`src/inc/pcbr_pkg.sv`:
```
/*
  Constants for the power-control, backup and RTC-time register bank.
  Assumes a 250 MHz ref_clk and 32-bit AHB-Lite access, one register per word.
*/
package pcbr_pkg;

  // ---------------------------------------------------------------
  // Register indices and byte addresses
  // ---------------------------------------------------------------
  localparam logic [7:0] IDX_POWER_CUT_LIMITS     = 8'h0e;
  localparam logic [7:0] IDX_RESET_SOURCE_CONTROL = 8'h0f;
  localparam logic [7:0] IDX_UNUSED_SIXTEEN       = 8'h10;
  localparam logic [7:0] IDX_UNUSED_SEVENTEEN     = 8'h11;
  localparam logic [7:0] IDX_BACKUP_WORD_A        = 8'h12;
  localparam logic [7:0] IDX_BACKUP_WORD_B        = 8'h13;
  localparam logic [7:0] IDX_RTC_TIME_WORD        = 8'h14;
  localparam logic [7:0] IDX_GLOBAL_RESET_CONTROL = 8'h20;
  localparam logic [9:0] ADDR_SCALE               = 10'h004;

  // ---------------------------------------------------------------
  // Writable-bit masks and reset values
  // ---------------------------------------------------------------
  localparam logic [23:0] PCL_MASK      = 24'h00ffff;
  localparam logic [23:0] RSC_MASK      = 24'hc67fff;
  localparam logic [23:0] RSC_RESET     = 24'h400000;
  localparam logic [23:0] RSC_SYS_MASK  = 24'hc01000;
  localparam logic [23:0] RTC_MASK      = 24'h3fffff;
  localparam logic [23:0] WORD_MASK     = 24'hffffff;
  localparam logic [23:0] ZERO_WORD     = 24'h000000;

  // ---------------------------------------------------------------
  // Field positions
  // ---------------------------------------------------------------
  localparam int POS_CUT_TIMER      = 0;
  localparam int POS_CUT_COUNT      = 8;
  localparam int POS_CUT_LIMIT      = 12;
  localparam int POS_RESTART        = 0;
  localparam int POS_BTN_RST_EN     = 1;
  localparam int POS_BTN_DBNC       = 4;
  localparam int POS_STBY_INV       = 10;
  localparam int POS_STBY_SEC_INV   = 11;
  localparam int POS_WDOG_EN        = 12;
  localparam int POS_STBY_DELAY     = 22;
  localparam int POS_TOD            = 0;
  localparam int POS_RTC_CAL        = 17;

  // ---------------------------------------------------------------
  // Timing
  // ---------------------------------------------------------------
  localparam int unsigned CLK_MHZ = 250;

endpackage : pcbr_pkg

```
`src/hw/pcbr_regs.sv`:
```
/*
  Power-control register bank: power-cut limits, reset sources with
  debounced power buttons, standby polarity, watchdog reset, global reset,
  battery-backed words and the RTC time word, reached over AHB-Lite.
  Assumes reset is the RTC power-on reset and system_reset_n a pin.
*/
// Added by the designer: the AHB-Lite register port.
// Notes on behaviour
// RQ1: Power-cut word holds timer 7:0, count 11:8, limit 15:12.
// RQ2: Auto-restart bit requests power-up when a system reset ends.
// RQ3: Three button enable bits let each button raise system reset.
// RQ4: Each button has its own 2-bit debounce time select.
// RQ5: Bit 10 makes the primary standby input active low.
// RQ6: Bit 11 makes the secondary standby input active low.
// RQ7: Bit 12 lets the watchdog input reset; system reset clears it.
// RQ8: Global reset polarity bit default follows the variant parameter.
// RQ9: RTC word holds writable 17-bit time and 5-bit calibration.
// RQ10: Backup words survive system reset; unused bits read zero.
module pcbr_regs
  import pcbr_pkg::*;
#(
  parameter logic        GLOBAL_RESET_HIGH = 1'b0,
  parameter int unsigned DEBOUNCE_US_0     = 0,
  parameter int unsigned DEBOUNCE_US_1     = 30000,
  parameter int unsigned DEBOUNCE_US_2     = 60000,
  parameter int unsigned DEBOUNCE_US_3     = 120000
) (
  input  wire logic        ref_clk,
  input  wire logic        reset,
  input  wire logic        hsel,
  input  wire logic [31:0] haddr,
  input  wire logic [1:0]  htrans,
  input  wire logic        hwrite,
  input  wire logic [2:0]  hsize,
  input  wire logic [31:0] hwdata,
  input  wire logic        hready,
  output logic      [31:0] hrdata,
  output logic             hreadyout,
  output logic             hresp,
  input  wire logic        system_reset_n,
  input  wire logic        power_button_one,
  input  wire logic        power_button_two,
  input  wire logic        power_button_three,
  input  wire logic        standby_in,
  input  wire logic        secondary_standby_in,
  input  wire logic        watchdog_input,
  output logic             system_reset_request,
  output logic             power_up_request,
  output logic             standby_active,
  output logic             secondary_standby_active,
  output logic             global_reset_active,
  output logic [2:0]       button_pressed,
  output logic [1:0]       standby_delay_sel,
  output logic [7:0]       power_cut_timer,
  output logic [3:0]       power_cut_count,
  output logic [3:0]       power_cut_limit
);

  // ---------------------------------------------------------------
  // Debounce cycle counts
  // ---------------------------------------------------------------
  localparam logic [31:0] DBNC_CYC_0 = 32'(DEBOUNCE_US_0 * CLK_MHZ);
  localparam logic [31:0] DBNC_CYC_1 = 32'(DEBOUNCE_US_1 * CLK_MHZ);
  localparam logic [31:0] DBNC_CYC_2 = 32'(DEBOUNCE_US_2 * CLK_MHZ);
  localparam logic [31:0] DBNC_CYC_3 = 32'(DEBOUNCE_US_3 * CLK_MHZ);

  // Debounce length for a 2-bit select; each button passes its own
  function automatic logic [31:0] dbnc_cycles(input logic [1:0] sel);
    logic [31:0] c;
    c = DBNC_CYC_0;
    if (sel == 2'h1) begin
      c = DBNC_CYC_1;
    end else if (sel == 2'h2) begin
      c = DBNC_CYC_2;
    end else if (sel == 2'h3) begin
      c = DBNC_CYC_3;
    end
    return c;
  endfunction : dbnc_cycles

  // Byte address of a register index
  function automatic logic [7:0] reg_addr(input logic [7:0] idx);
    return 8'(idx * ADDR_SCALE);
  endfunction : reg_addr

  // ---------------------------------------------------------------
  // Storage
  // ---------------------------------------------------------------
  logic [23:0] power_cut_limits;
  logic [23:0] reset_source_control;
  logic [23:0] backup_word_a;
  logic [23:0] backup_word_b;
  logic [23:0] rtc_time_word;
  logic        global_reset_polarity;

  // Bus state
  logic        wr_pend;
  logic        rd_pend;
  logic [7:0]  addr_q;

  // Pin synchronisers: three stages, change taken when 2nd and 3rd agree
  logic [6:0]  pin_s1;
  logic [6:0]  pin_s2;
  logic [6:0]  pin_s3;
  logic [6:0]  pin_lvl;
  logic        sys_rst_prev;

  // Button debounce
  logic [2:0]  btn_db;
  logic [31:0] btn_cnt [3];

  // ---------------------------------------------------------------
  // Decode
  // ---------------------------------------------------------------
  wire logic        bus_take  = hsel & hready & htrans[1];
  wire logic        take_wr   = bus_take & hwrite;
  wire logic        take_rd   = bus_take & ~hwrite;
  wire logic        sys_rst   = ~pin_lvl[0];
  wire logic [6:0]  pin_raw   = {watchdog_input, secondary_standby_in, standby_in,
                                 power_button_three, power_button_two,
                                 power_button_one, system_reset_n};
  wire logic [23:0] wdata     = hwdata[23:0];
  wire logic        hit_pcl   = (addr_q == reg_addr(IDX_POWER_CUT_LIMITS));
  wire logic        hit_rsc   = (addr_q == reg_addr(IDX_RESET_SOURCE_CONTROL));
  wire logic        hit_backup_word_a_bits  = (addr_q == reg_addr(IDX_BACKUP_WORD_A));
  wire logic        hit_backup_word_b_bits  = (addr_q == reg_addr(IDX_BACKUP_WORD_B));
  wire logic        hit_rtc   = (addr_q == reg_addr(IDX_RTC_TIME_WORD));
  wire logic        hit_glb   = (addr_q == reg_addr(IDX_GLOBAL_RESET_CONTROL));
  wire logic [1:0]  dbnc_sel [3];
  wire logic [2:0]  btn_rst_en;
  wire logic        wdog_en;
  wire logic        stby_inv;
  wire logic        stby_sec_inv;
  wire logic        restart_en;
  wire logic [23:0] rd_word;

  // Field extraction
  assign dbnc_sel[0]  = reset_source_control[POS_BTN_DBNC +: 2];     // RQ4
  assign dbnc_sel[1]  = reset_source_control[POS_BTN_DBNC + 2 +: 2]; // RQ4
  assign dbnc_sel[2]  = reset_source_control[POS_BTN_DBNC + 4 +: 2]; // RQ4
  assign btn_rst_en   = reset_source_control[POS_BTN_RST_EN +: 3];
  assign wdog_en      = reset_source_control[POS_WDOG_EN];
  assign stby_inv     = reset_source_control[POS_STBY_INV];
  assign stby_sec_inv = reset_source_control[POS_STBY_SEC_INV];
  assign restart_en   = reset_source_control[POS_RESTART];

  // Read mux; reserved and unmapped words read as zero
  assign rd_word = hit_pcl  ? power_cut_limits :
                   hit_rsc  ? reset_source_control :
                   hit_backup_word_a_bits ? backup_word_a :
                   hit_backup_word_b_bits ? backup_word_b :
                   hit_rtc  ? rtc_time_word :
                   hit_glb  ? {23'h0, global_reset_polarity} :
                   ZERO_WORD; // RQ10

  // ---------------------------------------------------------------
  // AHB-Lite slave
  // ---------------------------------------------------------------
  // Reads take one wait state so a write just before is always seen
  always_ff @(posedge ref_clk or posedge reset) begin
    if (reset) begin
      wr_pend   <= 1'b0;
      rd_pend   <= 1'b0;
      addr_q    <= 8'h00;
      hreadyout <= 1'b1;
      hrdata    <= 32'h00000000;
      hresp     <= 1'b0;
    end else begin
      hresp <= 1'b0;
      if (rd_pend) begin
        rd_pend   <= 1'b0;
        hreadyout <= 1'b1;
        hrdata    <= {8'h00, rd_word};
      end else begin
        wr_pend <= take_wr;
        rd_pend <= take_rd;
        if (bus_take) begin
          addr_q <= haddr[7:0];
        end
        if (take_rd) begin
          hreadyout <= 1'b0;
        end
      end
    end
  end

  // ---------------------------------------------------------------
  // Registers reset by the RTC power-on reset only
  // ---------------------------------------------------------------
  // Backup and time words keep their value across system resets
  always_ff @(posedge ref_clk or posedge reset) begin
    if (reset) begin
      power_cut_limits      <= ZERO_WORD;
      backup_word_a         <= ZERO_WORD;
      backup_word_b         <= ZERO_WORD;
      rtc_time_word         <= ZERO_WORD;
      global_reset_polarity <= GLOBAL_RESET_HIGH; // RQ8
    end else if (wr_pend) begin
      if (hit_pcl) begin
        power_cut_limits <= wdata & PCL_MASK; // RQ1
      end
      if (hit_backup_word_a_bits) begin
        backup_word_a <= wdata & WORD_MASK; // RQ10
      end
      if (hit_backup_word_b_bits) begin
        backup_word_b <= wdata & WORD_MASK; // RQ10
      end
      if (hit_rtc) begin
        rtc_time_word <= wdata & RTC_MASK; // RQ9
      end
      if (hit_glb) begin
        global_reset_polarity <= wdata[0]; // RQ8
      end
    end
  end

  // ---------------------------------------------------------------
  // Reset-source control: some fields also reset by system reset (watchdog enable cleared, standby delay back to 1)
  // ---------------------------------------------------------------
  // A write during system reset still lands in the RTC-domain fields
  always_ff @(posedge ref_clk or posedge reset) begin
    if (reset) begin
      reset_source_control <= RSC_RESET;
    end else if (wr_pend && hit_rsc) begin
      reset_source_control <= sys_rst ?
        (((wdata & RSC_MASK) & ~RSC_SYS_MASK) | RSC_RESET) : (wdata & RSC_MASK);
    end else if (sys_rst) begin
      reset_source_control <= (reset_source_control & ~RSC_SYS_MASK) | RSC_RESET; // RQ7
    end
  end

  // ---------------------------------------------------------------
  // Pin synchronisers
  // ---------------------------------------------------------------
  // Pins idle high: buttons and resets are active low at the pin
  always_ff @(posedge ref_clk or posedge reset) begin
    if (reset) begin
      pin_s1  <= 7'h7f;
      pin_s2  <= 7'h7f;
      pin_s3  <= 7'h7f;
      pin_lvl <= 7'h7f;
    end else begin
      pin_s1  <= pin_raw;
      pin_s2  <= pin_s1;
      pin_s3  <= pin_s2;
      pin_lvl <= (pin_s2 & pin_s3) | (pin_lvl & (pin_s2 ^ pin_s3));
    end
  end

  // ---------------------------------------------------------------
  // Button debounce
  // ---------------------------------------------------------------
  // A level must hold for the selected time before it is accepted
  always_ff @(posedge ref_clk or posedge reset) begin
    if (reset) begin
      btn_db <= 3'h7;
      for (int i = 0; i < 3; i++) begin
        btn_cnt[i] <= 32'h00000000;
      end
    end else begin
      for (int i = 0; i < 3; i++) begin
        if (pin_lvl[i + 1] == btn_db[i]) begin
          btn_cnt[i] <= 32'h00000000;
        end else if (btn_cnt[i] >= dbnc_cycles(dbnc_sel[i])) begin // RQ4
          btn_db[i]  <= pin_lvl[i + 1];
          btn_cnt[i] <= 32'h00000000;
        end else begin
          btn_cnt[i] <= btn_cnt[i] + 32'h00000001;
        end
      end
    end
  end

  // ---------------------------------------------------------------
  // Outputs
  // ---------------------------------------------------------------
  wire logic next_system_reset_request = (|(~btn_db & btn_rst_en)) // RQ3
                                        | (wdog_en & ~pin_lvl[6]);  // RQ7
  wire logic next_power_up_request     = restart_en & sys_rst_prev & ~sys_rst; // RQ2
  wire logic next_global_reset_active  = (btn_db[2] == global_reset_polarity); // RQ8

  // All outputs registered
  always_ff @(posedge ref_clk or posedge reset) begin
    if (reset) begin
      system_reset_request     <= 1'b0;
      power_up_request         <= 1'b0;
      standby_active           <= 1'b0;
      secondary_standby_active <= 1'b0;
      global_reset_active      <= 1'b0;
      button_pressed           <= 3'h0;
      standby_delay_sel        <= 2'h1;
      power_cut_timer          <= 8'h00;
      power_cut_count          <= 4'h0;
      power_cut_limit          <= 4'h0;
      sys_rst_prev             <= 1'b0;
    end else begin
      sys_rst_prev             <= sys_rst;
      system_reset_request     <= next_system_reset_request;
      power_up_request         <= next_power_up_request;
      standby_active           <= pin_lvl[4] ^ stby_inv;     // RQ5
      secondary_standby_active <= pin_lvl[5] ^ stby_sec_inv; // RQ6
      global_reset_active      <= next_global_reset_active;
      button_pressed           <= ~btn_db;
      standby_delay_sel        <= reset_source_control[POS_STBY_DELAY +: 2];
      power_cut_timer          <= power_cut_limits[POS_CUT_TIMER +: 8]; // RQ1
      power_cut_count          <= power_cut_limits[POS_CUT_COUNT +: 4]; // RQ1
      power_cut_limit          <= power_cut_limits[POS_CUT_LIMIT +: 4]; // RQ1
    end
  end

endmodule : pcbr_regs

```
`config.mk`:
```
export PLATFORM = sky130hd
export DESIGN_NAME = pcbr_regs
export DESIGN_NICKNAME = d
export VERILOG_FILES = /design/src/inc/pcbr_pkg.sv /design/src/hw/pcbr_regs.sv
export SDC_FILE = /design/constraint.sdc
export NUM_CORES = 1
export LEC_CHECK = 0
export ABC_AREA = 0
export BUFFER_PORTS_ARGS = -buffer_cell sky130_fd_sc_hd__buf_4
export CORE_MARGIN = 3
export CORE_UTILIZATION = 50
export CTS_BUF_LIST = sky130_fd_sc_hd__clkbuf_8
export DETAILED_ROUTE_END_ITERATION = 16
export PLACE_DENSITY = 0.69
export SYNTH_ARGS = -nofsm -noshare
export SYNTH_HDL_FRONTEND = slang
export SYNTH_SLANG_ARGS = --single-unit
```
`constraint.sdc`:
```
create_clock -name ref_clk -period 22.8 [get_ports ref_clk]
set_clock_uncertainty 0.05 [all_clocks]
set_input_delay 3.42 -clock ref_clk [delete_from_list [all_inputs] [get_ports ref_clk]]
set_output_delay 3.42 -clock ref_clk [all_outputs]
set_load 0.01 [all_outputs]
```
Word-level counts from Yosys, hierarchy flattened

Cells that the tools add are included.

Word-level logic and storage cells: 124
Register bits after elaboration: 300
Input bits: 81
Output and inout bits: 60

$lt $le $gt $ge: 3
Reductions and logical operators: 12
$add $sub $neg: 3
Equal/unequal tests: 20
Bitwise operators: 23
Multiplexer cells: 30

Operator list:

| operator                | count |
|---|---|
| $mux W32                | 9 |
| $mux W25                | 9 |
| $mux W24                | 7 |
| $add A32 B1 Y32 const B | 3 |
| $ge A32 B32 Y1          | 3 |
| $eq A8 B7 Y1 const B    | 3 |
| $mux W22                | 1 |
| $reduce_and A2 Y1       | 9 |
| $eq A8 B6 Y1 const B    | 2 |
| $and A7 B7 Y7           | 2 |
| $eq A2 B2 Y1 const B    | 6 |
| $eq A8 B8 Y1 const B    | 1 |
| $and A1 B1 Y1           | 7 |
| $not A1 Y1              | 7 |
| $or A7 B7 Y7            | 1 |
| $xor A7 B7 Y7           | 1 |
| $eq A2 B1 Y1 const B    | 3 |
| $eq A1 B1 Y1            | 4 |
| $mux W1                 | 4 |
| $and A3 B3 Y3           | 1 |
| $not A3 Y3              | 1 |
| $reduce_or A3 Y1        | 1 |
| $ne A2 B1 Y1 const B    | 1 |
| $reduce_bool A2 Y1      | 1 |
| 3 further kinds         | 4 |

Longest topological paths before layout

Gate-level depths: netlist of run 1.

Word-level depth: 8
Depth in mapped cells: 13
Gate-level depth less buffers: 11

Least setup slack after synthesis of run 1

OpenSTA, ideal clock, no wires.

Path kind: input-to-reg
From: input port htrans[1]
To: register addr_q[0]
Stages: 2
Path buffers: 0
Library setup time: 0.125 ns
Data arrival time: 4.096 ns
Required time: 22.625 ns
Setup slack: 18.529 ns
Cell sequence: nand4b_1 -> mux2_2

Longest elaborated chain between the ends: 2

Ends and longest elaborated chain:

| item                               | RTL line         | RTL |
|---|---|---|
| start: declaration                 | pcbr_regs.sv:32  | `input wire logic [1:0] htrans,` |
| $and A1 B1 Y1                      | pcbr_regs.sv:115 | `wire logic bus_take = hsel & hready & htrans[1];` |
| $reduce_and A2 Y1 (no source line) | --               |  |
| end signal: assignment             | pcbr_regs.sv:178 | `addr_q <= haddr[7:0];` |
| end: declaration                   | pcbr_regs.sv:99  | `logic [7:0] addr_q;` |

Every way passes these cells.
A chain may end at the register's enable or synchronous reset.

Worst setup path after layout of run 1

From: register hreadyout
To: output port hreadyout

RTL lines:

| item                     | RTL line         | RTL |
|---|---|---|
| start: declaration       | pcbr_regs.sv:38  | `output logic hreadyout,` |
| start signal: assignment | pcbr_regs.sv:165 | `hreadyout <= 1'b1;` |
| start signal: assignment | pcbr_regs.sv:172 | `hreadyout <= 1'b1;` |
| start signal: assignment | pcbr_regs.sv:181 | `hreadyout <= 1'b0;` |

No word-level cell between the ends.

==> flow_summary.yaml, run 1 <==
synth:
  postSynthCellCount: 1122
  synth.lib_cells_used.distinct: 65
  synthesized_flop_and_latch_total: 295
  syn_avg_cell_area_um2: 12.0
  synth_sequential_area_ratio: 0.552
  synth_area_um2: 13400
  synth_enable_flop_cells: 0
  synth_compound_gate_area_share: 0.0628
  yosys.area_share.simple: 0.118
  ys.flop_type: "sky130_fd_sc_hd__dfrtp_1"
  main_combinational_cell_family_by_area_after_synthesis: "simple AND/OR/NAND/NOR gates"
  ys_warn_count: 0
  post_synth_mux_area_share: 0.106
  yosys.area_share.adder: 0.0763
  postSynth.asyncResetShare: 1.00
  post_synthesis_xor_xnor_area_fraction: 0.0501
power:
  p_leak_uw: 0.00710
  vdd_drop_max_mv: 0.0587
  p_sw_uw: 283
  int_power_uw: 871
  power.sequential.fraction: 0.500
  pwr-share-clk: 0.414
  pwr_density_cell_nw_per_um2: 74.4
  comb_power_share: 0.086
  power.switching_fraction: 0.246
timing:
  timing.slew.headroom: 0.227
  final_min_period_over_clock_period: 0.206
  finalSetupViolations: 0
  slew_viol_final: 0
  max_freq_mhz: 213
  period_minus_slack_ns: 4.70
  finalHoldViolations: 0
  rsz0062_at_grt: "false"
  worst-slew-pin-transition_ns: 1.16
  setup_total_negative_slack_ns: 0
placed_design:
  placedCellCount: 1541
  numPortBuffers: 95
  detailed_place_hpwl_um: 17700
  gp_congestion: 0.826
cts:
  cts.sinks: 295
  cts-resized-gates: 0
  clk_pin_slew_ns: 0.06
  clock_latency_ns: 0.59
  post_cts.repair.setup_buffers: 0
  clk_path_buf_depth: 3
  cts_bufs_inserted: 48
  cts_hold_buf: 0
  tritoncts: "done"
  clock_tree.htree_level_count: 2
  clockRootBuffer: "sky130_fd_sc_hd__clkbuf_8"
critical_path:
  r2r.worst_path.cells: 10
  timing.critical_path.arrival_ns: 1.23
  cp_max_fo: 2
  critical_path.n_buffers_inverters: 1
  cp_slowest_cell: "sky130_fd_sc_hd__dfstp_2"
  critical_path_cell_by_cell: "buf_4"
  timing.critical_path.depth: 1
  crit_family: "flip-flops"
  worst-endpoint-required_ns: 19.33
  cp-start-kind: "flop"
  path_class: "reg2out"
  critical_path.endpoint_type: "primary output"
  worst_path_largest_cell_delay_ns: 0.53
die:
  std_cell_rows: 59
  starting_utilization_of_the_core_area: 0.512
  design.core.area_um2: 26300
  design.die.area_um2: 28900
  fp.dieH_um: 170
  die_width_um: 170
  boundaryPins: 141
final_layout:
  multiInputGateArea_um2: 5660
  post_route_cells_drive_above_1_share: 0.264
  finish.net_count: 1419
  fillers: 2169
  synthToLayoutAreaGrowth_pct: 15.4
  postLayoutCoreUtil: 0.590
  seq_area_um2: 7430
  layoutNonFillerInstCount: 1630
  number_of_inserted_diodes: 0
detailed_routing:
  detailroute.wirelength.met3_um: 1370
  first_pass_iters: 7
  detail_route.vias_per_cell: 5.27
  dr_vias: 8585
  route.top_layer_used: "met4"
  postRouteAntennaNets: 0
  drt-wirelength-per-cell_um: 16.7
  met1Wirelength_um: 12600
  drc: 0
  route.final.wire_length_um: 27200
  drt_first_iter_violations: 529
  detailroute.wirelength.met2_um: 12700
global_route:
  first_pass_grt_wire_length_um: 44700
  pin_count_of_the_biggest_net_entering_global_routing: 152
  grt_antenna_before_repair: 0
  vias_in_the_first_global_route: 8732
  grt.overflow.total: 0
  gr-usage-all-layers: 0.191
worst_hold_path:
  whs_path_depth: 0
  worst_hold_path_type: "reg2reg"
run:
  timing.max_cap.violations: 0
outcome:
  run_status: "finished, final reports clean"
worst reg2reg max path, cell delays in order (launching register included):
cell	delay (ns)
sky130_fd_sc_hd__dfrtp_1	0.43
sky130_fd_sc_hd__inv_1	0.11
sky130_fd_sc_hd__ha_1	0.19
sky130_fd_sc_hd__o21ai_0	0.43
sky130_fd_sc_hd__ha_1	0.37
sky130_fd_sc_hd__a211oi_1	0.23
sky130_fd_sc_hd__o21ai_0	0.12
sky130_fd_sc_hd__o221a_2	0.29
sky130_fd_sc_hd__a211oi_2	0.36
sky130_fd_sc_hd__nand2_1	0.57
sky130_fd_sc_hd__nor2_1	0.29
metal layers:
metal / global-route usage / vias up
li1: - / 4173
met1: 0.266 / 4221
met2: 0.305 / 149
met3: 0.0476 / 42
met4: 0.0441 / 0
met5: 0 / -
cell usage in the layout, fill, tap and decap left out, types with 3 or more instances in the layout:
cell type	n
sky130_fd_sc_hd__a21oi_1	39
sky130_fd_sc_hd__a31oi_1	4
sky130_fd_sc_hd__and4_1	4
sky130_fd_sc_hd__a22oi_1	3
sky130_fd_sc_hd__xor2_1	38
sky130_fd_sc_hd__dfrtp_1	260
sky130_fd_sc_hd__mux2i_1	15
sky130_fd_sc_hd__clkbuf_8	65
sky130_fd_sc_hd__xnor2_1	39
sky130_fd_sc_hd__ha_1	82
sky130_fd_sc_hd__and2_1	4
sky130_fd_sc_hd__nor4_4	3
sky130_fd_sc_hd__conb_1	27
sky130_fd_sc_hd__o211ai_1	3
sky130_fd_sc_hd__nor2_1	135
sky130_fd_sc_hd__or2_2	3
sky130_fd_sc_hd__nor4_1	9
sky130_fd_sc_hd__buf_4	100
sky130_fd_sc_hd__a211oi_1	3
sky130_fd_sc_hd__nand3_1	36
sky130_fd_sc_hd__nand4_1	27
sky130_fd_sc_hd__mux2_2	112
sky130_fd_sc_hd__and3_1	11
sky130_fd_sc_hd__nor3_1	8
sky130_fd_sc_hd__dfstp_2	34
sky130_fd_sc_hd__nand2b_1	4
sky130_fd_sc_hd__a222oi_1	9
sky130_fd_sc_hd__nand2_1	56
sky130_fd_sc_hd__inv_1	68
sky130_fd_sc_hd__clkinv_2	3
sky130_fd_sc_hd__a221oi_1	15
sky130_fd_sc_hd__o21ai_0	25
sky130_fd_sc_hd__o21a_1	3
sky130_fd_sc_hd__a21o_1	7
cell families (layout without fill, tap and decap cells):
kind of cell	Yosys count	count (layout)
buffers and inverters	95	242
other	1	27
adders and majority gates	82	82
AOI/OAI and AO/OA	125	125
DFF	295	295
muxes	128	128
and+or+nand+nor	319	319
xor gates and xnor gates	77	77
flip-flops by register name (all words and copies together), names as in the netlist, 3 cells and up:
signal	flops
pin_s3	7
power_cut_timer	8
power_cut_limit	4
power_cut_count	4
power_cut_limits	16
rtc_time_word	22
pin_s1	7
backup_word_b	24
button_pressed	3
btn_db	3
hrdata	24
addr_q	8
btn_cnt	96
reset_source_control	19
backup_word_a	24
pin_s2	7
pin_lvl	7
power groups by stage:
stage                     clock network (µW)  logic, µW  registers, µW
after global placement                     0       98.6            585
after detailed placement                   0        101            586
final                                    478       99.1            577
after global routing                     515        111            581
after floorplan                            0       54.8            586
after CTS                                493        102            577
final timing paths:
kind / slack [ns] / to / from
setup / recovery: 18.10 / hreadyout / hreadyout
hold / removal: 0.30 / pin_s2[0] / pin_s1[0]
setup reg to reg: 19.29 / btn_cnt[7] / reset_source_control[8]
hold reg to reg: 0.30 / pin_s2[0] / pin_s1[0]
max in group asynchronous: 18.38 / rd_pend / reset
min in group asynchronous: 2.98 / button_pressed[1] / reset
stage by stage:
step	area, µm²	hold slack [ns]	power [µW]	setup slack [ns]
global placement	14500	0.296	684	17.66
global route	15500	0.299	1210	18.05
detailed placement	14500	0.297	687	17.65
finish	15500	0.296	1150	18.10
floorplan	13500	0.295	641	11.24
CTS	15500	0.299	1170	18.06
cells in the mapped netlist (all sizes together), types with 2 or more instances:
library cell  count  area, µm²
a2111oi           2       17.5
a211oi            4       35.0
a21o              7       52.6
a21oi            39        195
a221oi           15        131
a222oi            9       90.1
a22oi             3       22.5
a31oi             4       25.0
and2              4       25.0
and3             11       68.8
and4              4       35.0
buf              32        224
clkbuf           11       41.3
dfrtp           261       6530
dfstp            34        893
ha               82       1030
inv              52        195
mux2            113       1280
mux2i            15        150
nand2            59        234
nand2b            4       25.0
nand3            37        198
nand4            27        169
nand4b            2       23.8
nor2            138        531
nor2b             2       12.5
nor3              9       50.1
nor4             12        120
o211ai            4       35.0
o21a              3       22.5
o21ai            26        130
o221ai            2       23.8
or2               3       18.8
or4b              2       20.0
xnor2            39        342
xor2             38        333
cell type report:
| class | count | share of cell area |
|---|---|---|
| tap | 335 | 0.0270 |
| inverter | 52 | 0.0131 |
| clock buffer | 65 | 0.0577 |
| timing repair buffer | 101 | 0.0497 |
| clock inverter | 24 | 0.00927 |
| sequential | 295 | 0.479 |
| multi-input combinational | 758 | 0.365 |
No activity file was read; power rests on OpenSTA's default activity.
==> inputs of run 2 (changes only) <==
==> constraint.sdc (replaced) <==
create_clock -name ref_clk -period 4.7 [get_ports ref_clk]
set_clock_uncertainty 0.05 [all_clocks]
set_input_delay 0.705 -clock ref_clk [delete_from_list [all_inputs] [get_ports ref_clk]]
set_output_delay 0.705 -clock ref_clk [all_outputs]
set_load 0.01 [all_outputs]
==> flow_summary.yaml, run 2 (synthesized netlist as in run 1, its figures left out) <==
placed_design:
  detailed_place_hpwl_um: 17900
  gp_congestion: 0.823
  numPortBuffers: 95
  placedCellCount: 1543
critical_path:
  worst_path_largest_cell_delay_ns: 0.55
  cp_slowest_cell: "sky130_fd_sc_hd__nand2_1"
  timing.critical_path.depth: 11
  timing.rr.end: "btn_cnt[8]"
  crit_path_start: "reset_source_control[9]"
  critical_path_cell_by_cell: "inv_1, ha_1, inv_1, o21ai_0, ha_1, a211oi_1, o21ai_0, o221a_2, a211oi_2, nand2_1, nor2_1"
  crit_family: "compound AO/OA/AOI/OAI gates"
  path_class: "reg2reg"
  r2r.worst_path.cells: 11
  cp-start-kind: "flop"
  timing.critical_path.arrival_ns: 3.76
  cp_max_fo: 24
  worst-endpoint-required_ns: 5.13
  setup_slack_of_the_most_critical_reg_to_reg_path_ns: 1.36
  crit_end: "btn_cnt[8]"
  critical_path.endpoint_type: "flop"
  r2r-start: "reset_source_control[9]"
  critical_path.n_buffers_inverters: 2
die:
  boundaryPins: 141
  design.die.area_um2: 28900
  starting_utilization_of_the_core_area: 0.512
  fp.dieH_um: 170
  design.core.area_um2: 26300
  std_cell_rows: 59
  die_width_um: 170
cts:
  clockRootBuffer: "sky130_fd_sc_hd__clkbuf_8"
  clk_path_buf_depth: 3
  cts_hold_buf: 0
  clock_latency_ns: 0.57
  cts_bufs_inserted: 48
  cts.sinks: 295
  tritoncts: "done"
  post_cts.repair.setup_buffers: 0
  clock_tree.htree_level_count: 2
  clk_pin_slew_ns: 0.06
  cts-resized-gates: 0
timing:
  timing.slew.headroom: 0.206
  finalHoldViolations: 0
  finalSetupViolations: 0
  final_min_period_over_clock_period: 0.710
  worst-slew-pin-transition_ns: 1.19
  period_minus_slack_ns: 3.34
  slew_viol_final: 0
  rsz0062_at_grt: "false"
  setup_total_negative_slack_ns: 0
  max_freq_mhz: 300
detailed_routing:
  drt_first_iter_violations: 516
  route.final.wire_length_um: 27100
  drt-wirelength-per-cell_um: 16.6
  drc: 0
  dr_vias: 8683
  first_pass_iters: 5
  detail_route.vias_per_cell: 5.32
  postRouteAntennaNets: 0
final_layout:
  fillers: 2173
  seq_area_um2: 7430
  number_of_inserted_diodes: 0
  regMostFlops: "btn_cnt"
  synthToLayoutAreaGrowth_pct: 15.6
  multiInputGateArea_um2: 5660
  finish.net_count: 1421
  layoutNonFillerInstCount: 1633
  final_cell_mix: "sky130_fd_sc_hd__dfrtp_1 (260), sky130_fd_sc_hd__nor2_1 (135), sky130_fd_sc_hd__mux2_2 (112), sky130_fd_sc_hd__buf_4 (102), sky130_fd_sc_hd__ha_1 (82)"
  postLayoutCoreUtil: 0.592
  post_route_cells_drive_above_1_share: 0.266
  layout_commonest_cell: "sky130_fd_sc_hd__dfrtp_1"
  largest_register_ffs: 96
global_route:
  gr-usage-all-layers: 0.193
  first_pass_grt_wire_length_um: 45300
  vias_in_the_first_global_route: 8948
  grt.overflow.total: 0
  grt_antenna_before_repair: 0
  pin_count_of_the_biggest_net_entering_global_routing: 191
power:
  p_leak_uw: 0.00712
  vdd_drop_max_mv: 0.257
  pwr_density_cell_nw_per_um2: 363
outcome:
  run_status: "finished, final reports clean"
run:
  timing.max_cap.violations: 0
worst_hold_path:
  hold_path_startpoint: "secondary_standby_in"
  worst_hold_path_type: "in2reg"
run 2: cell types whose count changed in the layout (fill, tap and decap cells not counted), moves of 2 or more:
cell | previous run | this run
sky130_fd_sc_hd__clkinv_2 | 3 | 6
sky130_fd_sc_hd__inv_8 | 2 | 0
sky130_fd_sc_hd__clkbuf_8 | 65 | 62
sky130_fd_sc_hd__bufinv_16 | 1 | 3
sky130_fd_sc_hd__buf_4 | 100 | 102
run 2: worst min-delay path by stage:
stage                endpoint  slack, ns  cells after the start
finish              pin_s1[5]       0.19                      1
global route        pin_s1[2]       0.14                      1
CTS                 pin_s1[2]       0.15                      1
detailed placement  pin_s2[1]       0.30                      0
global placement    pin_s2[5]       0.30                      0
floorplan           pin_s2[0]       0.30                      0
run 2: layout make-up:
cell class | count | area share
clock buffers | 62 | 0.0549
clock inverters | 28 | 0.0134
flip-flops and latches | 295 | 0.477
repair buffers | 103 | 0.0505
inverters | 52 | 0.0128
well taps | 335 | 0.0270
multi-input cells | 758 | 0.364
run 2: stage by stage:
stage                     cell area [µm²]  setup WS (ns)  power [µW]  hold WS [ns]
final                               15600           1.36        5650         0.193
after global routing                15600          0.861        5920         0.142
after CTS                           15600           1.29        5730         0.151
after floorplan                     13500         0.0556        3110         0.295
after global placement              14500           1.40        3320         0.295
after detailed placement            14500           1.29        3330         0.299
run 2: worst register-to-register path, stage by stage, from the launching register on:
cell	delay, ns
sky130_fd_sc_hd__dfrtp_1	0.43
sky130_fd_sc_hd__inv_1	0.09
sky130_fd_sc_hd__ha_1	0.20
sky130_fd_sc_hd__inv_1	0.15
sky130_fd_sc_hd__o21ai_0	0.21
sky130_fd_sc_hd__ha_1	0.37
sky130_fd_sc_hd__a211oi_1	0.22
sky130_fd_sc_hd__o21ai_0	0.11
sky130_fd_sc_hd__o221a_2	0.28
sky130_fd_sc_hd__a211oi_2	0.31
sky130_fd_sc_hd__nand2_1	0.55
sky130_fd_sc_hd__nor2_1	0.27
run 2: per-layer routing:
metal / vias to the layer above / track usage / part of all wire
li1: 4169 / - / -
met3: 36 / 0.0544 / 0.061
met2: 174 / 0.308 / 0.47
met4: 0 / 0.0444 / 0.016
met1: 4304 / 0.266 / 0.46
met5: - / 0 / 0
run 2: power by group:
part	total [µW]	switching, µW	internal (µW)
Sequential	2800	102	2700
Clock	2370	1010	1360
Combinational	478	250	228
Total	5650	1360	4290
